### src/verilog/smmg_defs.vh
// Constants for the secure module mode gate
`ifndef SMMG_DEFS_VH
`define SMMG_DEFS_VH
// Operating modes
`define SMMG_MODE_NORMAL 2'h0
`define SMMG_MODE_FAILURE 2'h1
`define SMMG_MODE_REDUCED 2'h2
`define SMMG_MODE_SHUTDOWN 2'h3
// Command classes decoded upstream
`define SMMG_CMD_OTHER 4'h0
`define SMMG_CMD_STARTUP 4'h1
`define SMMG_CMD_GET_CAP 4'h2
`define SMMG_CMD_TEST_RESULT 4'h3
`define SMMG_CMD_UPG_START 4'h4
`define SMMG_CMD_UPG_DATA 4'h5
`define SMMG_CMD_SELF_TEST 4'h6
`define SMMG_CMD_DUPLICATE 4'h7
`define SMMG_CMD_PLAINTEXT 4'h8
`define SMMG_CMD_KEYGEN 4'h9
`define SMMG_CMD_ZEROIZE 4'hA
// Error codes
`define SMMG_RC_SUCCESS 12'h000
`define SMMG_RC_LEGACY_FAILED 12'h01C
`define SMMG_RC_FAILURE 12'h101
`define SMMG_RC_COMMAND_CODE 12'h143
`define SMMG_RC_AUTH_FAIL 12'h18E
`define SMMG_RC_BAD_SIZE 12'h195
// Authorization widths in bits
`define SMMG_AUTH_SHORT_BITS 9'd160
`define SMMG_AUTH_LONG_BITS 9'd256
// Counter value at which the one-cycle shutdown reset pulse fires
`define SMMG_SHUTDOWN_PULSE 4'hF
`endif

### src/verilog/smmg_gate.v
// Mode tracking, command gating and output path control
`timescale 1ns/1ps
`include "smmg_defs.vh"
module smmg_gate #(
  parameter AUTH_WIDTH = 256
) (
  input wire clock,
  input wire rst_n,
  input wire boot_done,
  input wire fw_integrity_fail,
  input wire selftest_fail,
  input wire selftest_active,
  input wire upgrade_cmd_error,
  input wire legacy_set,
  input wire cmd_valid,
  input wire [3:0] cmd_class,
  input wire [15:0] cmd_param_size,
  input wire [15:0] cmd_expected_size,
  input wire [15:0] operator_id,
  input wire auth_required,
  input wire auth_is_user,
  input wire user_auth_attribute,
  input wire policy_session,
  input wire policy_cc_duplicate,
  input wire [AUTH_WIDTH-1:0] auth_reference,
  input wire [AUTH_WIDTH-1:0] auth_computed,
  input wire [8:0] auth_length,
  input wire exec_done,
  input wire exec_ok,
  input wire exec_has_data,
  input wire decrypt_done,
  input wire decrypt_ok,
  input wire physical_presence_input,
  output reg cmd_ready,
  output reg dispatch,
  output reg [3:0] dispatch_class,
  output reg start_decrypt,
  output reg fw_reload,
  output reg rsp_valid,
  output reg [11:0] rsp_code,
  output reg rsp_has_data,
  output reg data_path_enable,
  output reg status_path_enable,
  output reg internal_reset_n,
  output reg host_interrupt_request,
  output reg [1:0] mode
);
  // Controller states
  localparam ST_IDLE = 3'h0;
  localparam ST_AUTH = 3'h1;
  localparam ST_DECRYPT = 3'h2;
  localparam ST_EXEC = 3'h3;
  localparam ST_RESP = 3'h4;
  reg [2:0] state;
  reg [2:0] next_state;
  reg [3:0] cur_class;
  reg [15:0] cur_operator;
  reg key_op;
  reg [3:0] rst_count;
  reg [1:0] pp_sync;
  reg [1:0] next_mode;
  reg permitted;
  reg auth_start;
  wire auth_done;
  wire auth_match;
  wire size_ok;
  wire auth_len_ok;
  wire dup_ok;
  wire data_inhibit;
  ////////////////////////////////////////////////////////////////
  // Authorization comparator
  smmg_auth_compare #(
    .WIDTH(AUTH_WIDTH)
  ) u_cmp (
    .clock(clock),
    .rst_n(rst_n),
    .start(auth_start),
    .reference(auth_reference),
    .computed(auth_computed),
    .length_bits(auth_length),
    .done(auth_done),
    .match(auth_match)
  );
  ////////////////////////////////////////////////////////////////
  // Static command checks
  assign size_ok = (cmd_param_size == cmd_expected_size);
  assign auth_len_ok = !auth_is_user || (user_auth_attribute &&
    (auth_length == `SMMG_AUTH_SHORT_BITS || auth_length == `SMMG_AUTH_LONG_BITS));
  assign dup_ok = (cur_class != `SMMG_CMD_DUPLICATE) || (policy_session && policy_cc_duplicate);
  assign data_inhibit = selftest_active || (mode != `SMMG_MODE_NORMAL) || key_op;
  ////////////////////////////////////////////////////////////////
  // Mode permission table
  always @* begin
    permitted = 1'b0;
    case (mode)
      `SMMG_MODE_NORMAL: begin
        permitted = 1'b1;
      end
      `SMMG_MODE_FAILURE: begin
        permitted = (cmd_class == `SMMG_CMD_GET_CAP) || (cmd_class == `SMMG_CMD_TEST_RESULT) ||
          (legacy_set && cmd_class == `SMMG_CMD_STARTUP);
      end
      `SMMG_MODE_REDUCED: begin
        permitted = (cmd_class == `SMMG_CMD_UPG_START) || (cmd_class == `SMMG_CMD_UPG_DATA) ||
          (cmd_class == `SMMG_CMD_GET_CAP) || (cmd_class == `SMMG_CMD_TEST_RESULT) ||
          (cmd_class == `SMMG_CMD_SELF_TEST);
      end
      default: begin
        permitted = 1'b0;
      end
    endcase
  end
  ////////////////////////////////////////////////////////////////
  // Mode transitions; shutdown is terminal until rst_n is asserted
  always @* begin
    next_mode = mode;
    case (mode)
      `SMMG_MODE_SHUTDOWN: begin
        next_mode = `SMMG_MODE_SHUTDOWN;
      end
      default: begin
        if (fw_integrity_fail && !boot_done)
          next_mode = `SMMG_MODE_SHUTDOWN;
        else if (selftest_fail)
          next_mode = `SMMG_MODE_FAILURE;
        else if (mode == `SMMG_MODE_REDUCED && state == ST_EXEC && exec_done && exec_ok &&
                 cur_class == `SMMG_CMD_UPG_START)
          next_mode = `SMMG_MODE_NORMAL;
        else if (mode == `SMMG_MODE_NORMAL && upgrade_cmd_error)
          next_mode = `SMMG_MODE_REDUCED;
      end
    endcase
  end
  ////////////////////////////////////////////////////////////////
  // Next controller state
  always @* begin
    next_state = state;
    case (state)
      ST_IDLE: begin
        if (cmd_valid && mode != `SMMG_MODE_SHUTDOWN) begin
          if (!permitted || !size_ok)
            next_state = ST_RESP;
          else if (auth_required)
            next_state = ST_AUTH;
          else if (cmd_class == `SMMG_CMD_PLAINTEXT)
            next_state = ST_DECRYPT;
          else
            next_state = ST_EXEC;
        end
      end
      ST_AUTH: begin
        // Wait out the full compare even on early refusal: comparator stays in step, timing leaks nothing
        if (auth_done)
          next_state = (!auth_match || !auth_len_ok || !dup_ok) ? ST_RESP :
            (cur_class == `SMMG_CMD_PLAINTEXT ? ST_DECRYPT : ST_EXEC);
      end
      ST_DECRYPT: begin
        if (decrypt_done)
          next_state = decrypt_ok ? ST_EXEC : ST_RESP;
      end
      ST_EXEC: begin
        if (exec_done)
          next_state = ST_RESP;
      end
      ST_RESP: begin
        next_state = ST_IDLE;
      end
      default: begin
        next_state = ST_IDLE;
      end
    endcase
  end
  ////////////////////////////////////////////////////////////////
  // Sequential control; one command owns the gate until it answers
  always @(posedge clock) begin
    if (!rst_n) begin
      state <= ST_IDLE;
      mode <= `SMMG_MODE_NORMAL;
      cur_class <= `SMMG_CMD_OTHER;
      cur_operator <= 16'h0000;
      key_op <= 1'b0;
      rst_count <= 4'h0;
      pp_sync <= 2'h0;
      auth_start <= 1'b0;
      cmd_ready <= 1'b0;
      dispatch <= 1'b0;
      dispatch_class <= `SMMG_CMD_OTHER;
      start_decrypt <= 1'b0;
      fw_reload <= 1'b0;
      rsp_valid <= 1'b0;
      rsp_code <= `SMMG_RC_SUCCESS;
      rsp_has_data <= 1'b0;
      data_path_enable <= 1'b0;
      status_path_enable <= 1'b0;
      internal_reset_n <= 1'b1;
      host_interrupt_request <= 1'b0;
    end else begin
      state <= next_state;
      mode <= next_mode;
      pp_sync <= {pp_sync[0], physical_presence_input}; // Pin synchroniser, not otherwise used
      auth_start <= 1'b0;
      dispatch <= 1'b0;
      start_decrypt <= 1'b0;
      fw_reload <= 1'b0;
      rsp_valid <= 1'b0;
      rsp_has_data <= 1'b0;
      data_path_enable <= 1'b0;
      status_path_enable <= (next_mode != `SMMG_MODE_SHUTDOWN);
      cmd_ready <= (next_state == ST_IDLE) && (next_mode != `SMMG_MODE_SHUTDOWN);
      host_interrupt_request <= 1'b0;
      // Shutdown: pulse internal reset forever
      if (mode == `SMMG_MODE_SHUTDOWN) begin
        rst_count <= rst_count + 4'h1;
        internal_reset_n <= (rst_count != `SMMG_SHUTDOWN_PULSE);
      end else begin
        internal_reset_n <= 1'b1;
      end
      // Capture command on acceptance
      if (state == ST_IDLE && cmd_valid && mode != `SMMG_MODE_SHUTDOWN) begin
        cur_class <= cmd_class;
        cur_operator <= operator_id;
        key_op <= (cmd_class == `SMMG_CMD_KEYGEN) || (cmd_class == `SMMG_CMD_ZEROIZE);
        if (!permitted) begin
          rsp_code <= (mode == `SMMG_MODE_REDUCED) ? `SMMG_RC_COMMAND_CODE :
            (legacy_set ? `SMMG_RC_LEGACY_FAILED : `SMMG_RC_FAILURE);
        end else if (!size_ok) begin
          rsp_code <= `SMMG_RC_BAD_SIZE;
        end else begin
          rsp_code <= `SMMG_RC_SUCCESS;
          auth_start <= auth_required;
          start_decrypt <= !auth_required && cmd_class == `SMMG_CMD_PLAINTEXT;
          dispatch <= !auth_required && cmd_class != `SMMG_CMD_PLAINTEXT;
          dispatch_class <= cmd_class;
        end
      end
      // Authorization outcome
      if (state == ST_AUTH && auth_done) begin
        if (!auth_len_ok || !dup_ok || !auth_match) begin
          rsp_code <= `SMMG_RC_AUTH_FAIL;
        end else begin
          start_decrypt <= (cur_class == `SMMG_CMD_PLAINTEXT);
          dispatch <= (cur_class != `SMMG_CMD_PLAINTEXT);
        end
      end
      // Decrypt outcome gates plaintext release
      if (state == ST_DECRYPT && decrypt_done) begin
        if (decrypt_ok)
          dispatch <= 1'b1;
        else
          rsp_code <= `SMMG_RC_AUTH_FAIL;
      end
      // Execution result
      if (state == ST_EXEC && exec_done) begin
        rsp_code <= exec_ok ? `SMMG_RC_SUCCESS : `SMMG_RC_FAILURE;
        rsp_has_data <= exec_ok && exec_has_data && !data_inhibit;
        if (exec_ok && mode == `SMMG_MODE_REDUCED && cur_class == `SMMG_CMD_UPG_START)
          fw_reload <= 1'b1;
      end
      // Response: status always, data only when carried and allowed
      if (state == ST_RESP) begin
        rsp_valid <= 1'b1;
        rsp_has_data <= rsp_has_data;
        data_path_enable <= rsp_has_data && !data_inhibit;
        host_interrupt_request <= 1'b1;
        key_op <= 1'b0;
      end
    end
  end
endmodule

### src/verilog/smmg_auth_compare.v
// Serial comparator of reference and computed authorization values
`timescale 1ns/1ps
module smmg_auth_compare #(
  parameter WIDTH = 256
) (
  input wire clock,
  input wire rst_n,
  input wire start,
  input wire [WIDTH-1:0] reference,
  input wire [WIDTH-1:0] computed,
  input wire [8:0] length_bits,
  output reg done,
  output reg match
);
  // Index of the last bit walked; the counter is nine bits wide
  localparam [8:0] LAST_IDX = WIDTH - 1;
  reg [WIDTH-1:0] diff_mask;
  reg busy;
  reg [8:0] idx;
  wire [WIDTH-1:0] diff;
  genvar g;
  ////////////////////////////////////////////////////////////////
  // Bitwise difference limited to the active length
  generate
    for (g = 0; g < WIDTH; g = g + 1) begin : gen_diff
      assign diff[g] = (g < length_bits) ? (reference[g] ^ computed[g]) : 1'b0;
    end
  endgenerate
  ////////////////////////////////////////////////////////////////
  // Walk the mask one bit per cycle; constant time so timing leaks nothing
  always @(posedge clock) begin
    if (!rst_n) begin
      diff_mask <= {WIDTH{1'b0}};
      busy <= 1'b0;
      idx <= 9'h000;
      done <= 1'b0;
      match <= 1'b0;
    end else begin
      done <= 1'b0;
      if (start && !busy) begin
        diff_mask <= diff;
        busy <= 1'b1;
        idx <= 9'h000;
        match <= 1'b1;
      end else if (busy) begin
        if (diff_mask[idx[7:0]])
          match <= 1'b0; // Any differing bit breaks equality
        if (idx == LAST_IDX) begin
          busy <= 1'b0;
          done <= 1'b1;
        end
        idx <= idx + 9'h001;
      end
    end
  end
endmodule

### config.mk
export PLATFORM = sky130hd
export DESIGN_NAME = smmg_gate
export DESIGN_NICKNAME = d
export VERILOG_FILES = /design/src/verilog/smmg_gate.v /design/src/verilog/smmg_auth_compare.v
export VERILOG_INCLUDE_DIRS = /design/src /design/src/verilog
export SDC_FILE = /design/constraint.sdc
export NUM_CORES = 1
export LEC_CHECK = 0
export ABC_AREA = 1
export BUFFER_PORTS_ARGS = -buffer_cell sky130_fd_sc_hd__buf_2
export CORE_UTILIZATION = 23
export CTS_BUF_LIST = sky130_fd_sc_hd__clkbuf_8
export CTS_CLUSTER_DIAMETER = 50
export DETAILED_ROUTE_END_ITERATION = 10
export PLACE_DENSITY_LB_ADDON = 0.3
export SLEW_MARGIN = 25
export SYNTH_ARGS = -nofsm -noshare
export SYNTH_HDL_FRONTEND = slang
export SYNTH_HIERARCHICAL = 1
export SYNTH_SLANG_ARGS = --single-unit
### constraint.sdc
create_clock -name clock -period 1.8 [get_ports clock]
set_clock_uncertainty 0.2 [all_clocks]
set_input_delay 0.36 -clock clock [delete_from_list [all_inputs] [get_ports clock]]
set_output_delay 0.36 -clock clock [all_outputs]
set_load 0.01 [all_outputs]
; ---- Word-level counts from Yosys, hierarchy flattened
; Cells that the tools add are included.
; W data, S select, Z words.
[op_classes]
addsub = 2
n_mul = 0
n_div = 0
order_cmp = 257
n_eq_ne = 28
shifts = 0
n_mux = 308
bitwise = 258
reduce_logical = 66
[ops]
columns = operator, n
row1 = $lt A8 B9 Y1 const A, 128
row2 = $lt A7 B9 Y1 const A, 64
row3 = $lt A6 B9 Y1 const A, 32
row4 = $mux W1, 281
row5 = $xor A1 B1 Y1, 256
row6 = $lt A5 B9 Y1 const A, 16
row7 = $lt A4 B9 Y1 const A, 8
row8 = $mux W12, 6
row9 = $mux W9, 5
row10 = $lt A3 B9 Y1 const A, 4
row11 = $logic_and A1 B1 Y1, 24
row12 = $mux W3, 7
row13 = $eq A9 B8 Y1 const B, 2
row14 = $lt A1 B9 Y1 const A, 2
row15 = $lt A2 B9 Y1 const A, 2
row16 = $logic_or A1 B1 Y1, 17
row17 = $eq A16 B16 Y1, 1
row18 = $eq A4 B3 Y1 const B, 4
row19 = $eq A4 B4 Y1 const B, 4
row20 = $mux W2, 6
row21 = $ne A4 B4 Y1 const B, 3
row22 = $pmux W3 S4, 1
row23 = $logic_not A1 Y1, 10
row24 = $add A9 B1 Y9 const B, 1
row25 = other kinds (23), 35
[totals]
ff_bits = 308
latch_bits = 0
mem_bits_rw = 0
romBits = 0
input_bits = 593
output_inout_bits = 28
word_cells = 941
mem_count = 0

; ---- Longest topological paths before layout
[depth]
ltp_word = 13
mapped_depth = 16
depth_no_buf = 15

; ---- Cells and area by module
; The synthesis kept the hierarchy.
[by_module_without_submodules]
columns = mod, n_inst, cells_each, area_per_inst_um2, seq_area_each_um2
row1 = smmg_auth_compare, 1, 2342, 15977.8, 5365.1
row2 = smmg_gate, 1, 372, 2379.8, 800.8

; ---- Worst setup path after synthesis
; OpenSTA, ideal clock, no wires.
[synth_path]
path_type = input to register
startpoint = input port auth_length[8]
endpoint = register u_cmp.diff_mask[22]
setup_ns = 0.137
arrival_time_ns = 1.561
required_time_ns = 1.463
path_slack_ns = -0.098
path_stages = 11
path_cell_list = nor2_4 > inv_2 > nor2_4 > inv_2 > nor2_2 > inv_2 > nor2_1 > inv_1 > buf_6 > o211ai_1 > o22ai_1
[synth_between]
elab_chain_len = 2
[synth_rtl]
columns = item, line_no
row1 = from (decl), smmg_gate.v:27  ; input wire [8:0] auth_length,
row2 = $lt A5 B9 Y1, smmg_auth_compare.v:26  ; assign diff[g] = (g < length_bits) ? (reference[g] ^ computed[g]) : 1'b0;
row3 = $mux W1, smmg_auth_compare.v:26
row4 = to (signal assigned), smmg_auth_compare.v:33  ; diff_mask <= {WIDTH{1'b0}};
row5 = to (signal assigned), smmg_auth_compare.v:41  ; diff_mask <= diff;
row6 = to (decl), smmg_auth_compare.v:17  ; reg [WIDTH-1:0] diff_mask;
; Every way passes these cells.
; A chain may end at the register's enable or synchronous reset.

; ---- Worst setup path in the final report
[layout_path]
startpoint = register u_cmp.idx[0]
endpoint = register u_cmp.match
[layout_between]
elab_chain_len = 4
[layout_rtl]
columns = item, line_no
row1 = from (decl), smmg_auth_compare.v:19  ; reg [8:0] idx;
row2 = from (signal assigned), smmg_auth_compare.v:52  ; idx <= idx + 9'h001;
row3 = $bmux W1 S8, smmg_auth_compare.v:46  ; if (diff_mask[idx[7:0]])
row4 = $mux W1 (implied by the code), smmg_auth_compare.v:46
row5 = $reduce_bool A2 Y1 (no line), n/a
row6 = $reduce_and A2 Y1 (no line), n/a
row7 = to (signal assigned), smmg_auth_compare.v:37  ; match <= 1'b0;
row8 = to (signal assigned), smmg_auth_compare.v:44  ; match <= 1'b1;
row9 = to (signal assigned), smmg_auth_compare.v:47  ; match <= 1'b0;
row10 = to (decl), smmg_auth_compare.v:13  ; output reg match
; Every way passes these cells. The select of a mux whose other input is x is not followed.

==> results_dict.tcl <==
set metrics [dict create \
    grt_max_degree 60 \
    maxUsedRoutingLayer "met5" \
    grt_pass1_wl_um 164000 \
    dr_wl_met3_um 9370 \
    status "finished, violations left" \
    syn2layout_area_growth_pct 89.3 \
    cp.arrival_ps 2550 \
    ys_ff_latch 308 \
    p_leak_nw 14.9 \
    final_common_cell "buf_2" \
    crit_type "flip-flop to flip-flop" \
    irDropWorstVdd_mv 0.451 \
    final_layout_size_suffix_gt1_share_pct 32.7 \
    cts_made_buffers 59 \
    die_h_um 285 \
    num_vias 26100 \
    h-tree-depth 2 \
    ant_nets 0 \
    drt-pass1-iter-count 5 \
    cts_buffer_depth 3 \
    via_per_inst 4.87 \
    gp_congestion 0.994 \
    antenna_found_initial 10 \
    rows 103 \
    reg2reg_slack_ps -350 \
    dp_slack_ps -589 \
    critPathLaunchType "flip-flop" \
    grt-ovfl-total 0 \
    drt_iter0_drc 2249 \
    fin_nets 4863 \
    dr_wl_met2_um 54500 \
    endpoint_kind "flip-flop" \
    setup_viol 54 \
    required_ps 2200 \
    cts.clk_slew.worst_paths_ps 60 \
    clock_sinks 308 \
    hold_viol_final 0 \
    hold_class "primary input to flip-flop" \
    postSynthAreaPerCell_um2 6.76 \
    fin_ws_ps -348 \
    rsz0062_at_grt "true" \
    io_buffers 603 \
    powerDensity_nw_per_um2 550 \
    fmax_mhz 466 \
    drv_slew 0 \
    grt_pass1_vias 26100 \
    die_w_um 285 \
    worstSkewPairLatency_ps 710 \
    maxCapViolCount 0 \
    finalCriticalPeriod_ps 2150 \
    num_io_pins 621 \
    yosysSeqAreaShare_pct 33.6 \
    finalPower_mw 19.1 \
    track_usage_pct 27.0 \
    die-area_um2 80900 \
    dp_hpwl_um 83200 \
    cts_tree "done" \
    cts_root_buffer "clkbuf_8" \
    drt-wirelength-per-cell_um 21.8 \
    drt-total-wl_um 117000 \
    mappedNetlistNets 3310 \
    mostFrequentLayoutCells "buf_2 (603), dlygate4sd3_1 (545), nand2_1 (483)" \
    violations "negative setup slack" \
    start_util_pct 23.2 \
    crit_fanout 26 \
    synth_cell_types 52 \
    finalCritPeriodShare_pct 119 \
    drc 0 \
    tightest_slew_ps 785 \
    maxSlewHeadroom_pct 47.3 \
    ys_warn_count 6 \
    met1_length_um 45700 \
    design.core.area_um2 79000 \
    syn-cell-area_um2 18400 \
    syn_inst 2714 \
]
[cells by family after synthesis]
logic type / after synthesis / synth area share [%]
compound gates: 736 / 23.9
xor+xnor: 149 / 7.11
fa+ha+maj: 3 / 0.204
buf+inv: 486 / 10.6
flops: 308 / 33.6
simple gates: 1032 / 24.6
[cell usage after synthesis, drive strengths merged]
cell | number | share of area (%)
nand2 | 515 | 11
inv | 349 | 7.2
dfxtp | 308 | 34
o21ai | 301 | 8.2
nor2 | 268 | 6.5
nand3 | 215 | 6.0
a21oi | 175 | 4.9
xnor2 | 108 | 5.2
buf | 74 | 2.1
o22ai | 69 | 2.4
o211ai | 66 | 2.7
clkbuf | 60 | 1.2
o32ai | 45 | 2.1
xor2 | 41 | 2.0
a32o | 18 | 0.98
o2111ai | 17 | 0.81
o31ai | 17 | 0.70
nand4 | 14 | 0.56
nor3 | 12 | 0.42
a31oi | 8 | 0.27
o41ai | 7 | 0.33
a211oi | 4 | 0.16
nand3b | 4 | 0.16
a221oi | 3 | 0.14
clkinv | 3 | 0.068
ha | 3 | 0.20
nor3b | 3 | 0.12
o21a | 2 | 0.082
a21boi | 1 | 0.041
a22o | 1 | 0.048
a22oi | 1 | 0.041
o2bb2ai | 1 | 0.048
or2 | 1 | 0.034
[flip-flops by register name, summed over array words and instances, names as in the netlist, 2 cells and up]
register	cells
cur_class	4
state	3
mode	2
rsp_code	12
rst_count	4
dispatch_class	4
u_cmp/idx	9
u_cmp/diff_mask	256
[metal layers]
layer  GRT usage, %  vias up
li1               -    12300
met1           32.7    12200
met2           45.5     1369
met3           4.44      349
met4           14.7       10
met5              0        -
[worst max-delay path, stage by stage (launching register included)]
cell and delay (ps):
dfxtp_4 500, clkinv_8 130, buf_12 180, nand2_1 90
nand3_1 80, nand3_1 250, nand3_1 110, nand2_1 80
nand3_1 80, nand3_1 110, nand3_2 80, nand2_1 80
a21oi_1 60
[where the power goes]
| part | leakage, nW | internal, mW | switching (mW) |
|---|---|---|---|
| registers | 2.49 | 6.85 | 0.0260 |
| logic | 11.7 | 2.21 | 1.94 |
| clock network | 0.726 | 4.57 | 3.50 |
[cell type report]
type / count / area (µm²)
Antenna cell: 5 / 12.5
Clock buffer: 83 / 1140
Clock inverter: 27 / 244
Fill cell: 7858 / 44300
Inverter: 352 / 1380
Multi-Input combinational cell: 1920 / 11100
Sequential cell: 308 / 6180
Tap cell: 1050 / 1310
Timing Repair Buffer: 1626 / 13400
[what timing repair did]
action | 4_1_cts | 5_1_grt
setup buffers | 15 | 40
setup endpoints to repair | 116 | 221
cloned | 6 | 14
pin swaps | 17 | 62
endpoints found under the hold margin | 274 | 0
resized for setup | 72 | 217
hold buffers | 547 | 0
[path summary, 6_finish.rpt]
kind | start | to | depth (start not counted)
max | u_cmp/idx[0] | u_cmp/match | 12
min | auth_computed[36] | u_cmp/diff_mask[36] | 5
max reg2reg | u_cmp/idx[0] | u_cmp/match | 12
min reg2reg | rst_count[3] | internal_reset_n | 1
[per-stage QoR]
| step | std cells | hold WS [ps] | utilization (%) | setup TNS (ps) | instance area, µm² |
|---|---|---|---|---|---|
| floorplan | 2714 | 192 | - | -1080 | 18400 |
| global placement | 4651 | 213 | 32.7 | -66030 | 25900 |
| detailed placement | 4651 | 218 | 32.7 | -68560 | 25900 |
| CTS | 5324 | 12.0 | 42.1 | -509 | 33300 |
| global route | 5369 | 33.5 | 44.0 | -9280 | 34700 |
| finish | 5371 | 3.91 | 44.0 | -4290 | 34700 |
(Power assumes the default switching activity.)
